## config.mk

```make
export PLATFORM = sky130hd
export DESIGN_NAME = asc_adc_ctrl
export DESIGN_NICKNAME = d
export VERILOG_FILES = /design/src/core/asc_pkg.sv /design/src/core/asc_tad_gen.sv /design/src/core/asc_adc_ctrl.sv
export VERILOG_INCLUDE_DIRS = /design/src /design/src/core
export SDC_FILE = /design/constraint.sdc
export NUM_CORES = 1
export LEC_CHECK = 0
export ABC_AREA = 0
export BUFFER_PORTS_ARGS = -buffer_cell sky130_fd_sc_hd__buf_2
export CORE_MARGIN = 4
export CORE_UTILIZATION = 50
export CTS_CLUSTER_SIZE = 28
export DETAILED_ROUTE_END_ITERATION = 7
export PLACE_DENSITY = 0.84
export SETUP_SLACK_MARGIN = 0.2
export SYNTH_ARGS = -nofsm -noshare
export SYNTH_HDL_FRONTEND = slang
export SYNTH_SLANG_ARGS = --single-unit
export TNS_END_PERCENT = 20
```

## constraint.sdc

```tcl
create_clock -name clock -period 2.3 [get_ports clock]
set_input_delay 0.115 -clock clock [delete_from_list [all_inputs] [get_ports clock]]
set_output_delay 0.115 -clock clock [all_outputs]
set_load 0.1 [all_outputs]
```

## src/core/asc_cfg.svh

```systemverilog
// Overview of operation
// - Channel codes 0 to 12 pick inputs; 13 to 15 pick nothing.
// - Run bit reads one while converting, zero when idle.
// - Enable bit switches the converter on and off.
// - Unused control bits read zero and ignore writes.
// - Acquisition code gives 0,2,4,6,8,12,16,20 conversion-clock periods.
// - RC conversion clock adds one instruction cycle before clocking.
// - Software picks supply rails or external pins as reference.
// - Only the RC conversion clock keeps converting through Sleep.
// - Result comes from successive approximation, most significant first.
// - Each conversion gives a 12-bit unsigned value.
// - Reset restores registers, turns converter off, aborts conversion.
// - Completion loads result, clears run bit, sets done flag.
// - Zero acquisition code holds conversion off one instruction cycle.
// - Clearing run bit aborts; result keeps last completed value.
// - After completion or abort wait two cycles, then sample.
// - Compare trigger sets run bit when enabled, ignored when disabled.
`ifndef ASC_CFG_SVH
`define ASC_CFG_SVH

// ***************************************************
// Register offsets
// ***************************************************
`define ASC_OFS_CTRL 8'h00
`define ASC_OFS_TIMING 8'h04
`define ASC_OFS_RESH 8'h08
`define ASC_OFS_RESL 8'h0c
`define ASC_OFS_REF 8'h10
`define ASC_OFS_STAT 8'h14

// ***************************************************
// Field positions and codes
// ***************************************************
`define ASC_CTRL_EN 0
`define ASC_CTRL_GO 1
`define ASC_CHS_LSB 2
`define ASC_TIM_FMT 7
`define ASC_ACQ_LSB 3
`define ASC_CS_LSB 0
`define ASC_REF_EXT 0
`define ASC_STAT_DONE 0
`define ASC_CHAN_MAX 4'hc
`define ASC_TRIG_MODE 4'hb
`define ASC_RC_CODE 2'h3
`define ASC_SAR_MSB 12'h800

// ***************************************************
// Reset values
// ***************************************************
`define ASC_CTRL_RST 8'h00
`define ASC_TIMING_RST 8'h00
`define ASC_RESULT_RST 16'h0000

// ***************************************************
// Timing
// ***************************************************
`define ASC_CLK_MHZ 100
`define ASC_TCY_NS 40
`define ASC_TCY_CLKS ((`ASC_TCY_NS * `ASC_CLK_MHZ + 999) / 1000)
`define ASC_POST_TCY 2

`endif

```

## src/core/asc_pkg.sv

```systemverilog
package asc_pkg;

   typedef enum logic [2:0] {
      ASC_IDLE,
      ASC_HOLD,
      ASC_ACQ,
      ASC_CONV,
      ASC_WAIT
   } asc_state_t;

   typedef enum logic [2:0] {
      ASC_SEL_CTRL,
      ASC_SEL_TIMING,
      ASC_SEL_RESH,
      ASC_SEL_RESL,
      ASC_SEL_REF,
      ASC_SEL_STAT,
      ASC_SEL_NONE
   } asc_sel_t;

   typedef struct packed {
      logic [3:0] channel;
      logic channelValid;
      logic sampleOn;
      logic refExternal;
      logic [11:0] trialCode;
   } asc_afe_t;

endpackage

```

## src/core/asc_tad_gen.sv

```systemverilog
`timescale 1ns/10ps
`default_nettype none
`include "asc_cfg.svh"

module asc_tad_gen
   import asc_pkg::*;
(
   input wire logic clock,
   input wire logic sys_rst,
   input wire logic run,
   input wire logic [2:0] clkSel,
   input wire logic rcOscIn,
   output logic tadTick
);

   // ***************************************************
   // Divider decode
   // ***************************************************
   function automatic logic [6:0] divOf(input logic [2:0] sel);
      case (sel)
         3'h0: divOf = 7'h02;
         3'h1: divOf = 7'h08;
         3'h2: divOf = 7'h20;
         3'h4: divOf = 7'h04;
         3'h5: divOf = 7'h10;
         3'h6: divOf = 7'h40;
         default: divOf = 7'h00;
      endcase
   endfunction

   logic [2:0] rcSync_q;
   logic [2:0] rcSync_d;
   logic rcStable_q;
   logic rcStable_d;
   logic [6:0] cnt_q;
   logic [6:0] cnt_d;
   logic tick_q;
   logic tick_d;
   logic useRc;

   // ***************************************************
   // Next state
   // ***************************************************
   always_comb begin
      useRc = (clkSel[1:0] == `ASC_RC_CODE);
      rcSync_d = {rcSync_q[1:0], rcOscIn};
      // Edge counts only once stages two and three agree
      rcStable_d = (rcSync_q[1] == rcSync_q[2]) ? rcSync_q[2] : rcStable_q;
      cnt_d = cnt_q;
      tick_d = 1'b0;
      if (!run) begin
         cnt_d = 7'h00;
      end else if (useRc) begin
         tick_d = rcStable_d && !rcStable_q;
      end else if (cnt_q == 7'(divOf(clkSel) - 7'h01)) begin
         cnt_d = 7'h00;
         tick_d = 1'b1;
      end else begin
         cnt_d = 7'(cnt_q + 7'h01);
      end
   end

   always_ff @(posedge clock or posedge sys_rst) begin
      if (sys_rst) begin
         rcSync_q <= 3'h0;
         rcStable_q <= 1'b0;
         cnt_q <= 7'h00;
         tick_q <= 1'b0;
      end else begin
         rcSync_q <= rcSync_d;
         rcStable_q <= rcStable_d;
         cnt_q <= cnt_d;
         tick_q <= tick_d;
      end
   end

   assign tadTick = tick_q;

endmodule
`default_nettype wire

```

## src/core/asc_adc_ctrl.sv

```systemverilog
`timescale 1ns/10ps
`default_nettype none
`include "asc_cfg.svh"

module asc_adc_ctrl
   import asc_pkg::*;
(
   input wire logic clock,
   input wire logic sys_rst,
   input wire logic [7:0] paddr,
   input wire logic psel,
   input wire logic penable,
   input wire logic pwrite,
   input wire logic [31:0] pwdata,
   output logic [31:0] prdata,
   output logic pready,
   output logic pslverr,
   input wire logic compIn,
   input wire logic rcOscIn,
   input wire logic specialTrig,
   input wire logic [3:0] compareMode,
   input wire logic sleepMode,
   output asc_afe_t afeCtrl,
   output logic doneFlag
);

   localparam logic [3:0] TCY_LAST = 4'(`ASC_TCY_CLKS - 1);
   localparam logic [3:0] POST_LAST = 4'(`ASC_POST_TCY * `ASC_TCY_CLKS - 1);

   // ***************************************************
   // Decode helpers
   // ***************************************************
   function automatic asc_sel_t decodeReg(input logic [7:0] a);
      if (a == `ASC_OFS_CTRL) begin
         decodeReg = ASC_SEL_CTRL;
      end else if (a == `ASC_OFS_TIMING) begin
         decodeReg = ASC_SEL_TIMING;
      end else if (a == `ASC_OFS_RESH) begin
         decodeReg = ASC_SEL_RESH;
      end else if (a == `ASC_OFS_RESL) begin
         decodeReg = ASC_SEL_RESL;
      end else if (a == `ASC_OFS_REF) begin
         decodeReg = ASC_SEL_REF;
      end else if (a == `ASC_OFS_STAT) begin
         decodeReg = ASC_SEL_STAT;
      end else begin
         decodeReg = ASC_SEL_NONE;
      end
   endfunction

   function automatic logic [4:0] acqPeriods(input logic [2:0] code);
      case (code)
         3'h0: acqPeriods = 5'h00;
         3'h1: acqPeriods = 5'h02;
         3'h2: acqPeriods = 5'h04;
         3'h3: acqPeriods = 5'h06;
         3'h4: acqPeriods = 5'h08;
         3'h5: acqPeriods = 5'h0c;
         3'h6: acqPeriods = 5'h10;
         default: acqPeriods = 5'h14;
      endcase
   endfunction

   asc_state_t state_q, state_d;
   logic en_q, en_d;
   logic go_q, go_d;
   logic [3:0] chs_q, chs_d;
   logic fmt_q, fmt_d;
   logic [2:0] acq_q, acq_d;
   logic [2:0] cs_q, cs_d;
   logic refExt_q, refExt_d;
   logic [15:0] result_q, result_d;
   logic flag_q, flag_d;
   logic [11:0] sar_q, sar_d;
   logic [3:0] bit_q, bit_d;
   logic [4:0] cnt_q, cnt_d;
   asc_afe_t afe_q, afe_d;
   logic [31:0] prdata_q, prdata_d;
   logic [2:0] cmpSync_q, cmpSync_d;
   logic cmp_q, cmp_d;
   asc_sel_t sel;
   logic apbWr;
   logic enNow;
   logic rcSel;
   logic startReq;
   logic abort;
   logic convDone;
   logic tadRun;
   logic tadTick;
   logic [11:0] sarFinal;

   // ***************************************************
   // Bus slave
   // ***************************************************
   // Zero wait states; read data is captured in the setup cycle
   assign pready = 1'b1;
   assign sel = decodeReg(paddr);
   assign apbWr = psel && penable && pwrite;
   assign pslverr = psel && penable && (sel == ASC_SEL_NONE);

   always_comb begin
      prdata_d = prdata_q;
      if (psel && !penable) begin
         prdata_d = 32'h0000_0000;
         if (sel == ASC_SEL_CTRL) begin
            prdata_d[7:0] = {2'h0, chs_q, go_q, en_q};
         end else if (sel == ASC_SEL_TIMING) begin
            prdata_d[7:0] = {fmt_q, 1'b0, acq_q, cs_q};
         end else if (sel == ASC_SEL_RESH) begin
            prdata_d[7:0] = result_q[15:8];
         end else if (sel == ASC_SEL_RESL) begin
            prdata_d[7:0] = result_q[7:0];
         end else if (sel == ASC_SEL_REF) begin
            prdata_d[`ASC_REF_EXT] = refExt_q;
         end else if (sel == ASC_SEL_STAT) begin
            prdata_d[`ASC_STAT_DONE] = flag_q;
         end
      end
   end

   always_ff @(posedge clock or posedge sys_rst) begin
      if (sys_rst) begin
         prdata_q <= 32'h0000_0000;
      end else begin
         prdata_q <= prdata_d;
      end
   end

   assign prdata = prdata_q;

   // ***************************************************
   // Comparator input synchroniser
   // ***************************************************
   always_comb begin
      cmpSync_d = {cmpSync_q[1:0], compIn};
      cmp_d = (cmpSync_q[1] == cmpSync_q[2]) ? cmpSync_q[2] : cmp_q;
   end

   always_ff @(posedge clock or posedge sys_rst) begin
      if (sys_rst) begin
         cmpSync_q <= 3'h0;
         cmp_q <= 1'b0;
      end else begin
         cmpSync_q <= cmpSync_d;
         cmp_q <= cmp_d;
      end
   end

   // ***************************************************
   // Conversion clock
   // ***************************************************
   assign rcSel = (cs_q[1:0] == `ASC_RC_CODE);
   // Main oscillator stops in Sleep, so only the RC source keeps ticking
   assign tadRun = ((state_q == ASC_ACQ) || (state_q == ASC_CONV)) &&
      !(sleepMode && !rcSel);

   asc_tad_gen asc_tad_gen_inst (
      .clock(clock),
      .sys_rst(sys_rst),
      .run(tadRun),
      .clkSel(cs_q),
      .rcOscIn(rcOscIn),
      .tadTick(tadTick)
   );

   // ***************************************************
   // Control registers and sequencer
   // ***************************************************
   always_comb begin
      state_d = state_q;
      en_d = en_q;
      go_d = go_q;
      chs_d = chs_q;
      fmt_d = fmt_q;
      acq_d = acq_q;
      cs_d = cs_q;
      refExt_d = refExt_q;
      result_d = result_q;
      flag_d = flag_q;
      sar_d = sar_q;
      bit_d = bit_q;
      cnt_d = cnt_q;
      convDone = 1'b0;
      sarFinal = sar_q;
      enNow = en_q;
      if (apbWr && (sel == ASC_SEL_CTRL)) begin
         enNow = pwdata[`ASC_CTRL_EN];
         en_d = pwdata[`ASC_CTRL_EN];
         chs_d = pwdata[`ASC_CHS_LSB +: 4];
      end
      if (apbWr && (sel == ASC_SEL_TIMING)) begin
         fmt_d = pwdata[`ASC_TIM_FMT];
         acq_d = pwdata[`ASC_ACQ_LSB +: 3];
         cs_d = pwdata[`ASC_CS_LSB +: 3];
      end
      if (apbWr && (sel == ASC_SEL_REF)) begin
         refExt_d = pwdata[`ASC_REF_EXT];
      end
      if (apbWr && (sel == ASC_SEL_RESH)) begin
         result_d[15:8] = pwdata[7:0];
      end
      if (apbWr && (sel == ASC_SEL_RESL)) begin
         result_d[7:0] = pwdata[7:0];
      end
      if (apbWr && (sel == ASC_SEL_STAT) && pwdata[`ASC_STAT_DONE]) begin
         flag_d = 1'b0;
      end
      // Enable must already be on; a start in the same write is dropped
      startReq = en_q && enNow && (state_q == ASC_IDLE) &&
         ((apbWr && (sel == ASC_SEL_CTRL) && pwdata[`ASC_CTRL_GO]) ||
         (specialTrig && (compareMode == `ASC_TRIG_MODE)));
      abort = apbWr && (sel == ASC_SEL_CTRL) && !pwdata[`ASC_CTRL_GO] &&
         go_q;
      case (state_q)
         ASC_IDLE: begin
            if (startReq) begin
               go_d = 1'b1;
               cnt_d = 5'h00;
               sar_d = `ASC_SAR_MSB; // Comparator settles during hold
               if ((acq_q == 3'h0) || rcSel) begin
                  state_d = ASC_HOLD;
               end else begin
                  state_d = ASC_ACQ;
               end
            end
         end
         ASC_HOLD: begin
            if (cnt_q[3:0] == TCY_LAST) begin
               cnt_d = 5'h00;
               if (acqPeriods(acq_q) == 5'h00) begin
                  state_d = ASC_CONV;
                  sar_d = `ASC_SAR_MSB;
                  bit_d = 4'hb;
               end else begin
                  state_d = ASC_ACQ;
               end
            end else begin
               cnt_d = 5'(cnt_q + 5'h01);
            end
         end
         ASC_ACQ: begin
            if (tadTick) begin
               cnt_d = 5'(cnt_q + 5'h01);
            end
            if (cnt_q >= acqPeriods(acq_q)) begin
               state_d = ASC_CONV;
               sar_d = `ASC_SAR_MSB;
               bit_d = 4'hb;
            end
         end
         ASC_CONV: begin
            if (tadTick) begin
               if (!cmp_q) begin
                  sar_d[bit_q] = 1'b0;
               end
               if (bit_q == 4'h0) begin
                  convDone = 1'b1;
                  sarFinal = sar_d;
               end else begin
                  sar_d[4'(bit_q - 4'h1)] = 1'b1;
                  bit_d = 4'(bit_q - 4'h1);
               end
            end
         end
         ASC_WAIT: begin
            if (cnt_q[3:0] == POST_LAST) begin
               state_d = ASC_IDLE;
               cnt_d = 5'h00;
            end else begin
               cnt_d = 5'(cnt_q + 5'h01);
            end
         end
         default: begin
            state_d = ASC_IDLE;
         end
      endcase
      if (convDone) begin
         // Completion outranks a software write to the result pair
         result_d = fmt_q ? {4'h0, sarFinal} : {sarFinal, 4'h0};
         flag_d = 1'b1;
         go_d = 1'b0;
         state_d = ASC_WAIT;
         cnt_d = 5'h00;
      end
      if (abort) begin
         go_d = 1'b0;
         result_d = result_q;
         if (apbWr && (sel == ASC_SEL_RESH)) begin
            result_d[15:8] = pwdata[7:0];
         end
         if (apbWr && (sel == ASC_SEL_RESL)) begin
            result_d[7:0] = pwdata[7:0];
         end
         flag_d = flag_q && !(apbWr && (sel == ASC_SEL_STAT) &&
            pwdata[`ASC_STAT_DONE]);
         state_d = ASC_WAIT;
         cnt_d = 5'h00;
      end
      if (!enNow) begin
         state_d = ASC_IDLE;
         go_d = 1'b0;
         cnt_d = 5'h00;
      end
      afe_d.channel = chs_d;
      afe_d.channelValid = (chs_d <= `ASC_CHAN_MAX);
      afe_d.sampleOn = enNow && ((state_d == ASC_IDLE) ||
         (state_d == ASC_ACQ) || (state_d == ASC_HOLD));
      afe_d.refExternal = refExt_d;
      afe_d.trialCode = sar_d;
   end

   always_ff @(posedge clock or posedge sys_rst) begin
      if (sys_rst) begin
         state_q <= ASC_IDLE;
         en_q <= 1'b0;
         go_q <= 1'b0;
         chs_q <= 4'h0;
         fmt_q <= 1'b0;
         acq_q <= 3'h0;
         cs_q <= 3'h0;
         refExt_q <= 1'b0;
         result_q <= `ASC_RESULT_RST;
         flag_q <= 1'b0;
         sar_q <= 12'h000;
         bit_q <= 4'h0;
         cnt_q <= 5'h00;
         afe_q <= '0;
      end else begin
         state_q <= state_d;
         en_q <= en_d;
         go_q <= go_d;
         chs_q <= chs_d;
         fmt_q <= fmt_d;
         acq_q <= acq_d;
         cs_q <= cs_d;
         refExt_q <= refExt_d;
         result_q <= result_d;
         flag_q <= flag_d;
         sar_q <= sar_d;
         bit_q <= bit_d;
         cnt_q <= cnt_d;
         afe_q <= afe_d;
      end
   end

   assign afeCtrl = afe_q;
   assign doneFlag = flag_q;
endmodule
`default_nettype wire

```

; ---- After elaboration in Yosys (flattened, before gate mapping)
; Index checks and enable logic that the tools add are counted.
[word_totals]
regBits = 81
latch_bits = 0
ram_bits = 0
rom_bits = 0
in_bits = 53
out_inout_bits = 54
word_cells = 219
n_memories = 0
[op_classes]
addsub = 4
mul = 0
n_div = 0
order_cmp = 6
eq_ne = 47
n_shift = 0
muxes = 86
bitwise_logic = 3
reduce_logical = 51
[op_table]
columns = operator, n
row1 = 12-bit 2-to-1 mux, 12
row2 = 5-bit 2-to-1 mux, 10
row3 = 16-bit 2-to-1 mux, 3
row4 = 12-bit case mux with 4 select lines, 1
row5 = 7-bit 2-to-1 mux, 6
row6 = 7-bit case mux with 6 select lines, 1
row7 = 8-bit 2-to-1 mux, 5
row8 = 5-bit case mux with 7 select lines, 1
row9 = 3-bit 2-to-1 mux, 11
row10 = "3-bit == test, second input constant", 10
row11 = 1-bit logical AND, 25
row12 = "3-bit by 2-bit == test with 1-bit output, second input constant", 8
row13 = 4-bit 2-to-1 mux, 6
row14 = 1-bit 2-to-1 mux, 22
row15 = 5-bit case mux with 4 select lines, 1
row16 = "8-bit by 4-bit == test with 1-bit output, second input constant", 2
row17 = "8-bit by 5-bit == test with 1-bit output, second input constant", 2
row18 = "3-bit by 1-bit == test with 1-bit output, second input constant", 5
row19 = 3-bit zero test, 5
row20 = 3-bit case mux with 5 select lines, 1
row21 = 12-bit bitwise AND, 1
row22 = 12-bit inverter, 1
row23 = 12-bit OR, 1
row24 = 4-bit case mux with 3 select lines, 1
row25 = other kinds (33), 56

; ---- Logic depth before layout (Yosys ltp)
; Gate-level depths: netlist of run 1.
[logic_depth]
depth_word = 22
depth_mapped = 10
ltp_nobuf = 8

; ---- Cells and area by module
; Synthesis of run 1 repeated with hierarchy kept, for this count alone.
[hier_totals]
hier_cells = 502
area_unflattened_um2 = 4923.5
[by_module_without_submodules]
columns = module, instances, cells_per_inst, area_per_inst_um2, seq_area_each_um2
row1 = asc_adc_ctrl, 1, 431, 4192.8, 1726.7
row2 = asc_tad_gen, 1, 71, 730.7, 300.3

; ---- Worst setup path after synthesis of run 1
; OpenSTA, ideal clock, no wires.
[synth_timing]
kind = flip-flop to flip-flop
startpoint = register bit_q[0]
endpoint = register result_q[11]
setup_ps = 129
t_arrival_ps = 2219
required_ps = 2171
slack_ps = -48
path_stages_with_launch = 11
path_buffers = 3
synth_period_minus_slack_ps = 2348
cell_sequence = dfrtp_1 inv_1 ha_1 or3b_2 clkbuf_1 nand2b_1 nand2b_1 buf_2 buf_4 a211oi_1 a21oi_1
[synth_between]
elab_chain_cells = 15
[synth_rtl]
columns = element, line
row1 = from (decl), asc_adc_ctrl.sv:75  ; logic [3:0] bit_q, bit_d;
row2 = from (signal assigned), asc_adc_ctrl.sv:340  ; bit_q <= bit_d;
row3 = 4-bit by 5-bit less-than comparator with 1-bit output (not written as such) / 4-bit by 1-bit >= comparator with 1-bit output (equally long branches), asc_adc_ctrl.sv:254  ; sar_d[bit_q] = 1'b0;
row4 = 1-bit logical AND (not written as such), asc_adc_ctrl.sv:254
row5 = 1-bit 2-to-1 mux (not written as such), asc_adc_ctrl.sv:254
row6 = 1-bit demux with 4-bit select, asc_adc_ctrl.sv:254
row7 = 12-bit inverter (no line), n/a
row8 = 12-bit bitwise AND (no line), n/a
row9 = 12-bit 2-to-1 mux, asc_adc_ctrl.sv:253  ; if (!cmp_q) begin
row10 = 12-bit 2-to-1 mux, asc_adc_ctrl.sv:252  ; if (tadTick) begin
row11 = 12-bit 2-to-1 mux, asc_adc_ctrl.sv:214  ; case (state_q)
row12 = 12-bit 2-to-1 mux, asc_adc_ctrl.sv:256  ; if (bit_q == 4'h0) begin
row13 = 12-bit 2-to-1 mux, asc_adc_ctrl.sv:252
row14 = 12-bit 2-to-1 mux, asc_adc_ctrl.sv:214
row15 = 16-bit 2-to-1 mux, asc_adc_ctrl.sv:279  ; result_d = fmt_q ? {4'h0, sarFinal} : {sarFinal, 4'h0};
row16 = 16-bit 2-to-1 mux (*), asc_adc_ctrl.sv:277  ; if (convDone) begin
row17 = 16-bit 2-to-1 mux (*), asc_adc_ctrl.sv:285  ; if (abort) begin
row18 = net result_d[11], asc_adc_ctrl.sv:72  ; logic [15:0] result_q, result_d;
row19 = to (signal assigned), asc_adc_ctrl.sv:322  ; result_q <= `ASC_RESULT_RST;
row20 = to (signal assigned), asc_adc_ctrl.sv:337  ; result_q <= result_d;
row21 = to (decl), asc_adc_ctrl.sv:72
; The timed path passes the listed nets; every way through them passes the cells marked *. The select of a mux whose other input is x is not followed.
; A chain may end at the register's enable or synchronous reset.

; ---- Final worst setup path of run 1
[layout_timing]
startpoint = register acq_q[2]
endpoint = register afe_q, in the netlist afeCtrl[2]
[layout_between]
elab_chain_cells = 7
[layout_rtl]
columns = element, line
row1 = from (decl), asc_adc_ctrl.sv:69  ; logic [2:0] acq_q, acq_d;
row2 = from (signal assigned), asc_adc_ctrl.sv:334  ; acq_q <= acq_d;
row3 = 3-bit == test (tied with other cells), asc_adc_ctrl.sv:52  ; case (code)
row4 = 5-bit case mux with 7 select lines (*), asc_adc_ctrl.sv:52
row5 = "parallel branches: the longest is 4 deep, another holds 5-bit >= comparator", n/a
row6 = 6-bit AND reduction (no line) (*), n/a
row7 = to (signal assigned), asc_adc_ctrl.sv:327  ; afe_q <= '0;
row8 = to (signal assigned), asc_adc_ctrl.sv:342  ; afe_q <= afe_d;
row9 = to (decl), asc_adc_ctrl.sv:77  ; asc_afe_t afe_q, afe_d;
; Mark *: on every way between the ends. The select of a mux whose other input is x is not followed.

==> metrics.cfg, run 1 <==
[status]
status=finished, final reports clean

[cts]
htreeDepth=3
cts_tree=done
root_buffer=clkbuf_8
clk_transition_reported_paths_ns=0.10
clk_path_buf_depth=2
clock_sinks=81
clock_latency_ns=0.36
cts_buffers=9

[sta]
fmax_mhz=468
fin_crit_ns=2.14
finalHoldViolations=0
worst_pin_slew_ns=0.598
finalSetupTns_ns=0
rsz0062_at_grt=true
max_slew_margin_pct=60.0
setup_viol=0
slew_violations=0
period_share_pct=93.0
fin_worst_skew_ns=0.0161

[cells_and_area]
final.fill_count=776
area_growth_pct=16.9
drive_gt1_share_pct=25.3
final_common_cell=dfrtp_1
antenna-diode-count=0
design_area_um2=5690
nets=657
layout_common_cells=dfrtp_1, buf_2, nand2_1

[pwr]
seqPwrFrac_pct=48.1
vdd_drop_max_uv=342
netSwitchingFraction_pct=29.6
finalPower_mw=3.03
power.switching_uw=897
power.share.clock_pct=40.0
power.internal_mw=2.13
power.density_nw_per_um2=533
combPwrFrac_pct=11.9
p_leak_nw=2.74

[setup_path]
criticalPathCategory=reg -> reg
cp_max_fo=7
crit_required_ns=2.56
end_kind=register
cpPeakStageDelay_ns=0.48
startpoint_type=register
crit_path_frequent_cell=a21o_1
crit_chain=mux2i_1 -> ha_1 -> nand3_1 -> a21o_1 -> a41o_1 -> a31oi_4 -> nand2_2 -> buf_2 -> a21o_1
slowest_stage=dfrtp_2
arrival_ns=2.39

[grt]
grt_max_degree=32
antenna_found_initial=0
overflow=0
grt_pass1_wl_um=19800
track_usage_pct=21.4
grt_pass1_vias=4088

[synth]
syn_area_um2=4870
syn_inst=522
ys_types=66
synth_enable_flop_cells=0
synth-seq-area-share_pct=41.6
ys_async_sr_fraction_pct=100
synth_seq_cells=81
synth.avg_cell_area_um2=9.32
synth_warnings=0
ys.flop_type=dfrtp_1

[floorplan]
coreArea_um2=9370
die_x_um=107
dieHeight_um=107
start_util_pct=51.9
dieArea_um2=11400
io_pins=107
rows=35

[placed_design]
io_buffers=57
hpwl_um=8900
gp_routability_congestion=0.952
placed_area_um2=5320

[flow_run]
drv_cap=0

[routing]
post_drt_wl_per_cell_um=16.6
initialDrtViolationCount=378
vias=4227
first_pass_iters=5
routed_wirelength_um=12000
drc_errors=0
ant_nets=0
detail_route.vias_per_cell=5.81

[hold_path]
hp-class=in -> reg

## worst paths after layout
path	from	endpoint	slack [ns]	cells after the start
min in group asynchronous	sys_rst	prdata[3]	0.36	3
max in group asynchronous	sys_rst	cs_q[0]	1.35	4
max reg2reg	acq_q[2]	afeCtrl[2]	0.16	9
max	acq_q[2]	afeCtrl[2]	0.16	9
min	pwdata[7]	fmt_q	0.02	2
min reg2reg	cmpSync_q[0]	cmpSync_q[1]	0.35	0
## timing repair
action                                 4_1_cts  5_1_grt
setup endpoints to repair                   19       36
resized for setup                            5        4
gates cloned                                 1        0
hold buffers                                 3        0
pin swaps                                    3        0
setup buffers                                2        6
endpoints found under the hold margin       24        0
## critical path, delay by kind of cell, from the launching register on
kind	cells	cell delay [ns]
compound gates	4	0.77
mux	1	0.15
fa+ha+maj	1	0.30
buf+inv	1	0.17
simple gates	2	0.17
flops	1	0.48
## layer usage
| layer | vias to the layer above | GRT usage (%) | share of wire [%] |
|---|---|---|---|
| met2 | 178 | 35.0 | 48 |
| met5 | - | 0 | 0 |
| met1 | 2037 | 28.8 | 43 |
| li1 | 1992 | - | - |
| met4 | 0 | 7.12 | 1.9 |
| met3 | 20 | 3.67 | 6.4 |
## final cells by class
class	count	area, um2	share of cell area [%]
Multi-Input combinational cell	399	2670	46.9
Inverter	12	48.8	0.858
Tap cell	129	161	2.84
Timing Repair Buffer	90	554	9.74
Clock inverter	7	108	1.89
Clock buffer	9	124	2.18
Sequential cell	81	2030	35.6
## cell families after synthesis
family | after synthesis | share of synthesized area, %
compound gates | 152 | 20.4
buf+inv | 65 | 7.51
xor+xnor | 6 | 1.08
mux | 33 | 7.20
simple gates | 170 | 18.8
other cells | 2 | 0.154
fa+ha+maj | 13 | 3.24
flops | 81 | 41.6
## synthesized netlist by cell type (2+ instances only)
cell type	instances	area, um2
nor2b_1	8	50.1
o22ai_1	3	18.8
nor3_1	13	65.1
ha_1	11	138
a211oi_1	8	60.1
nand2b_1	9	56.3
and4b_1	2	20.0
o221ai_1	2	17.5
nand3_1	7	35.0
nor3b_1	3	22.5
xor2_1	5	43.8
o211ai_1	3	22.5
clkbuf_1	16	60.1
o21ai_0	32	160
nand2_1	57	214
buf_4	28	210
or3_1	3	18.8
nor2_1	23	86.3
a22oi_1	6	45.0
mux2i_1	17	170
inv_1	12	45.0
buf_2	7	35.0
a311oi_1	4	35.0
o2bb2ai_1	2	17.5
conb_1	2	7.51
a21o_1	14	105
nand3b_1	3	22.5
or2_2	3	18.8
maj3_1	2	20.0
a22o_1	8	70.1
a21oi_1	47	235
and3_1	2	12.5
nand4_1	9	56.3
and2_1	13	81.3
nor3_4	2	32.5
or4_1	4	30.0
dfrtp_1	81	2030
o31ai_1	4	30.0
a31oi_1	4	25.0
or3b_2	2	17.5
mux2_2	16	180
## per-stage QoR
step	utilization (%)	std cells	setup WS, ns	hold WS [ns]
final	60.7	727	0.161	0.0228
after global routing	60.7	727	0.0574	0.0180
after detailed placement	56.7	699	0.111	0.216
after global placement	56.7	699	0.162	0.212
after CTS	59.9	721	0.170	0.0183
after floorplan	-	545	0.166	0.146
## power by group through the flow
stage	clock (mW)	combinational, mW	sequential, mW
finish	1.21	0.360	1.46
global route	1.31	0.381	1.46
CTS	1.23	0.359	1.46
detailed placement	0	0.354	1.48
global placement	0	0.349	1.48
floorplan	0	0.304	1.50
## flip-flops by register name (all words and copies together), names as in the netlist
name                         cells
cmpSync_q                        3
prdata                           8
state_q                          3
asc_tad_gen_inst.tadTick         1
cmp_q                            1
cnt_q                            5
result_q                        16
cs_q                             3
fmt_q                            1
asc_tad_gen_inst.rcSync_q        3
acq_q                            3
afeCtrl                         19
asc_tad_gen_inst.cnt_q           7
en_q                             1
asc_tad_gen_inst.rcStable_q      1
bit_q                            4
doneFlag                         1
go_q                             1
Note: power is estimated with default switching activity, not from simulation.
==> run 2, diff against run 1 <==
- ABC_CLOCK_PERIOD_IN_PS: default -> 2300
- SETUP_SLACK_MARGIN: 0.2 -> default
==> run 2 against run 1 <==
Total power is 5.3% lower. Hold slack improved by 0.025 ns. Non-clock buffer count fell by 5. Clock-buffer cell count stayed put.
==> metrics.cfg, run 2 (synthesized netlist as in run 1, its figures left out) <==
[cts]
cts_buffers=9  ; unchanged
root_buffer=clkbuf_8  ; unchanged
cts_setup_buffers=0  ; was 2
cts_tree=done  ; unchanged
clock_latency_ns=0.35  ; was 0.36 ns
clk_transition_reported_paths_ns=0.09  ; was 0.10 ns
clk_path_buf_depth=2  ; unchanged
htreeDepth=3  ; unchanged
clock_sinks=81  ; unchanged

[routing]
initialDrtViolationCount=235  ; was 378
wl_met1_um=5160  ; was 5230 um
routed_wirelength_um=11600  ; was 12,000 um
met3_length_um=731  ; was 772 um
first_pass_iters=5  ; unchanged
vias=4176  ; was 4,227
post_drt_wl_per_cell_um=16.1  ; was 16.6 um
ant_nets=0  ; unchanged
detail_route.vias_per_cell=5.78  ; was 5.81
drc_errors=0  ; unchanged
dr_wl_met2_um=5540  ; was 5810 um
top_layer=met4  ; unchanged

[setup_path]
crit_required_ns=2.53  ; was 2.56 ns
reg2reg_slack_ns=0.07  ; was 0.16 ns
arrival_ns=2.47  ; was 2.39 ns
startpoint_type=register  ; unchanged
r2r-end=result_q[11]  ; was afeCtrl[2]
rr_worst_depth=8  ; was 9
cp_max_fo=32  ; was 7
r2r_start=bit_q[1]  ; was acq_q[2]
criticalPathCategory=reg -> reg  ; unchanged
end_kind=register  ; unchanged

[pwr]
combPwrFrac_pct=12.4  ; was 11.9%
power.internal_mw=2.01  ; was 2.13 mW
seqPwrFrac_pct=50.7  ; was 48.1%
power.density_nw_per_um2=515  ; was 533 nW/um2
netSwitchingFraction_pct=30.0  ; was 29.6%
power.switching_uw=862  ; was 897 uW
p_leak_nw=2.70  ; was 2.74 nW
vdd_drop_max_uv=291  ; was 342 uV
power.share.clock_pct=36.9  ; was 40.0%

[sta]
worst_pin_slew_ns=0.674  ; was 0.598 ns
rsz0062_at_grt=true  ; unchanged
fin_worst_skew_ns=0.0113  ; was 0.0161 ns
setup_viol=0  ; unchanged
finalHoldViolations=0  ; unchanged
slew_violations=0  ; unchanged
period_share_pct=97.2  ; was 93.0%
fin_crit_ns=2.23  ; was 2.14 ns
fmax_mhz=448  ; was 468 MHz
setup_slack_ns=0.0655  ; was 0.161 ns
max_slew_margin_pct=55.0  ; was 60.0%

[floorplan]
coreArea_um2=9370  ; unchanged
io_pins=107  ; unchanged
start_util_pct=51.9  ; unchanged
dieArea_um2=11400  ; unchanged
rows=35  ; unchanged
dieHeight_um=107  ; unchanged
die_x_um=107  ; unchanged

[cells_and_area]
drive_gt1_share_pct=23.3  ; was 25.3%
nets=652  ; was 657
layout_common_cells=dfrtp_1, buf_2, nand2_1  ; unchanged
final_common_cell=dfrtp_1  ; unchanged
largest_reg_flops=19  ; unchanged
final_cells=722  ; was 727
antenna-diode-count=0  ; unchanged
final_util_pct=59.5  ; was 60.7%
area_growth_pct=14.5  ; was 16.9%

[grt]
antenna_found_initial=0  ; unchanged
grt_max_degree=45  ; was 32
grt_pass1_vias=4083  ; was 4,088
grt_pass1_wl_um=19300  ; was 19,800 um
track_usage_pct=20.7  ; was 21.4%
overflow=0  ; unchanged

[status]
status=finished, final reports clean  ; unchanged

[placed_design]
pre_cts_ws_ns=-0.0189  ; was 0.111 ns
dp.cells=703  ; was 699
gp_routability_congestion=0.880  ; was 0.952
hpwl_um=8610  ; was 8900 um
io_buffers=57  ; unchanged

[hold_path]
hp-class=in -> reg  ; unchanged
min_to=acq_q[2]  ; was fmt_q
min_from=pwdata[5]  ; was pwdata[7]
min_delay_path_depth=2  ; unchanged

[flow_run]
drv_cap=0  ; unchanged

[run 2: cell types whose count changed in the layout (fill, tap and decap cells not counted), sizes merged]
cell,previous run,this run
bufinv,2,1
buf,87,82
inv,15,14
clkinvlp,2,0
clkinv,0,4
[run 2: layout make-up]
cell class              count  area (um2)
repair buffers             85         528
multi-input cells         399        2610
inverters                  12        46.3
clock buffers               9         124
fillers                   816        3800
clock inverters             7        75.1
flip-flops and latches     81        2030
well taps                 129         161
[run 2: worst max path at each step]
stage	startpoint	slack, ns	endpoint
final	bit_q[1]	0.07	result_q[11]
after global routing	acq_q[1]	-0.04	bit_q[2]
after CTS	bit_q[1]	0.003	result_q[10]
after detailed placement	cnt_q[0]	-0.02	afeCtrl[7]
after global placement	cnt_q[0]	0.03	afeCtrl[9]
after floorplan	bit_q[1]	0.005	result_q[11]
[run 2: power groups by stage]
stage,sequential (mW),combinational [mW],clock [mW]
floorplan,1.50,0.303,0
global placement,1.48,0.346,0
detailed placement,1.48,0.352,0
CTS,1.46,0.357,1.08
global route,1.46,0.377,1.15
finish,1.46,0.356,1.06
[run 2: through the flow]
step / total power, mW / setup TNS, ns / hold slack (ns) / area (um2)
floorplan: 1.80 / 0 / 0.146 / 4950
global placement: 1.83 / 0 / 0.225 / 5290
detailed placement: 1.84 / -0.104 / 0.225 / 5290
CTS: 2.90 / 0 / 0.0343 / 5530
global route: 2.98 / -0.0727 / 0.0378 / 5570
finish: 2.87 / 0 / 0.0480 / 5570
[run 2: worst max-delay path, stage by stage, from the launching register on]
cell      delay (ns)
dfrtp_1         0.38
inv_1           0.09
ha_1            0.17
or3b_2          0.45
nand2b_1        0.22
nand2b_2        0.25
buf_12          0.18
a211oi_1        0.28
a21oi_1         0.08
[run 2: metal layers]
metal | global-route usage (%) | up-vias
met1 | 28.2 | 2016
met2 | 33.4 | 156
met5 | 0 | -
li1 | - | 1979
met3 | 4.21 | 25
met4 | 6.58 | 0
[run 2: timing repair]
item | 4_1_cts | 5_1_grt
hold endpoints to repair | 39 | 0
setup endpoints to repair | 11 | 23
gates resized for setup | 1 | 9
hold buffers | 3 | 0
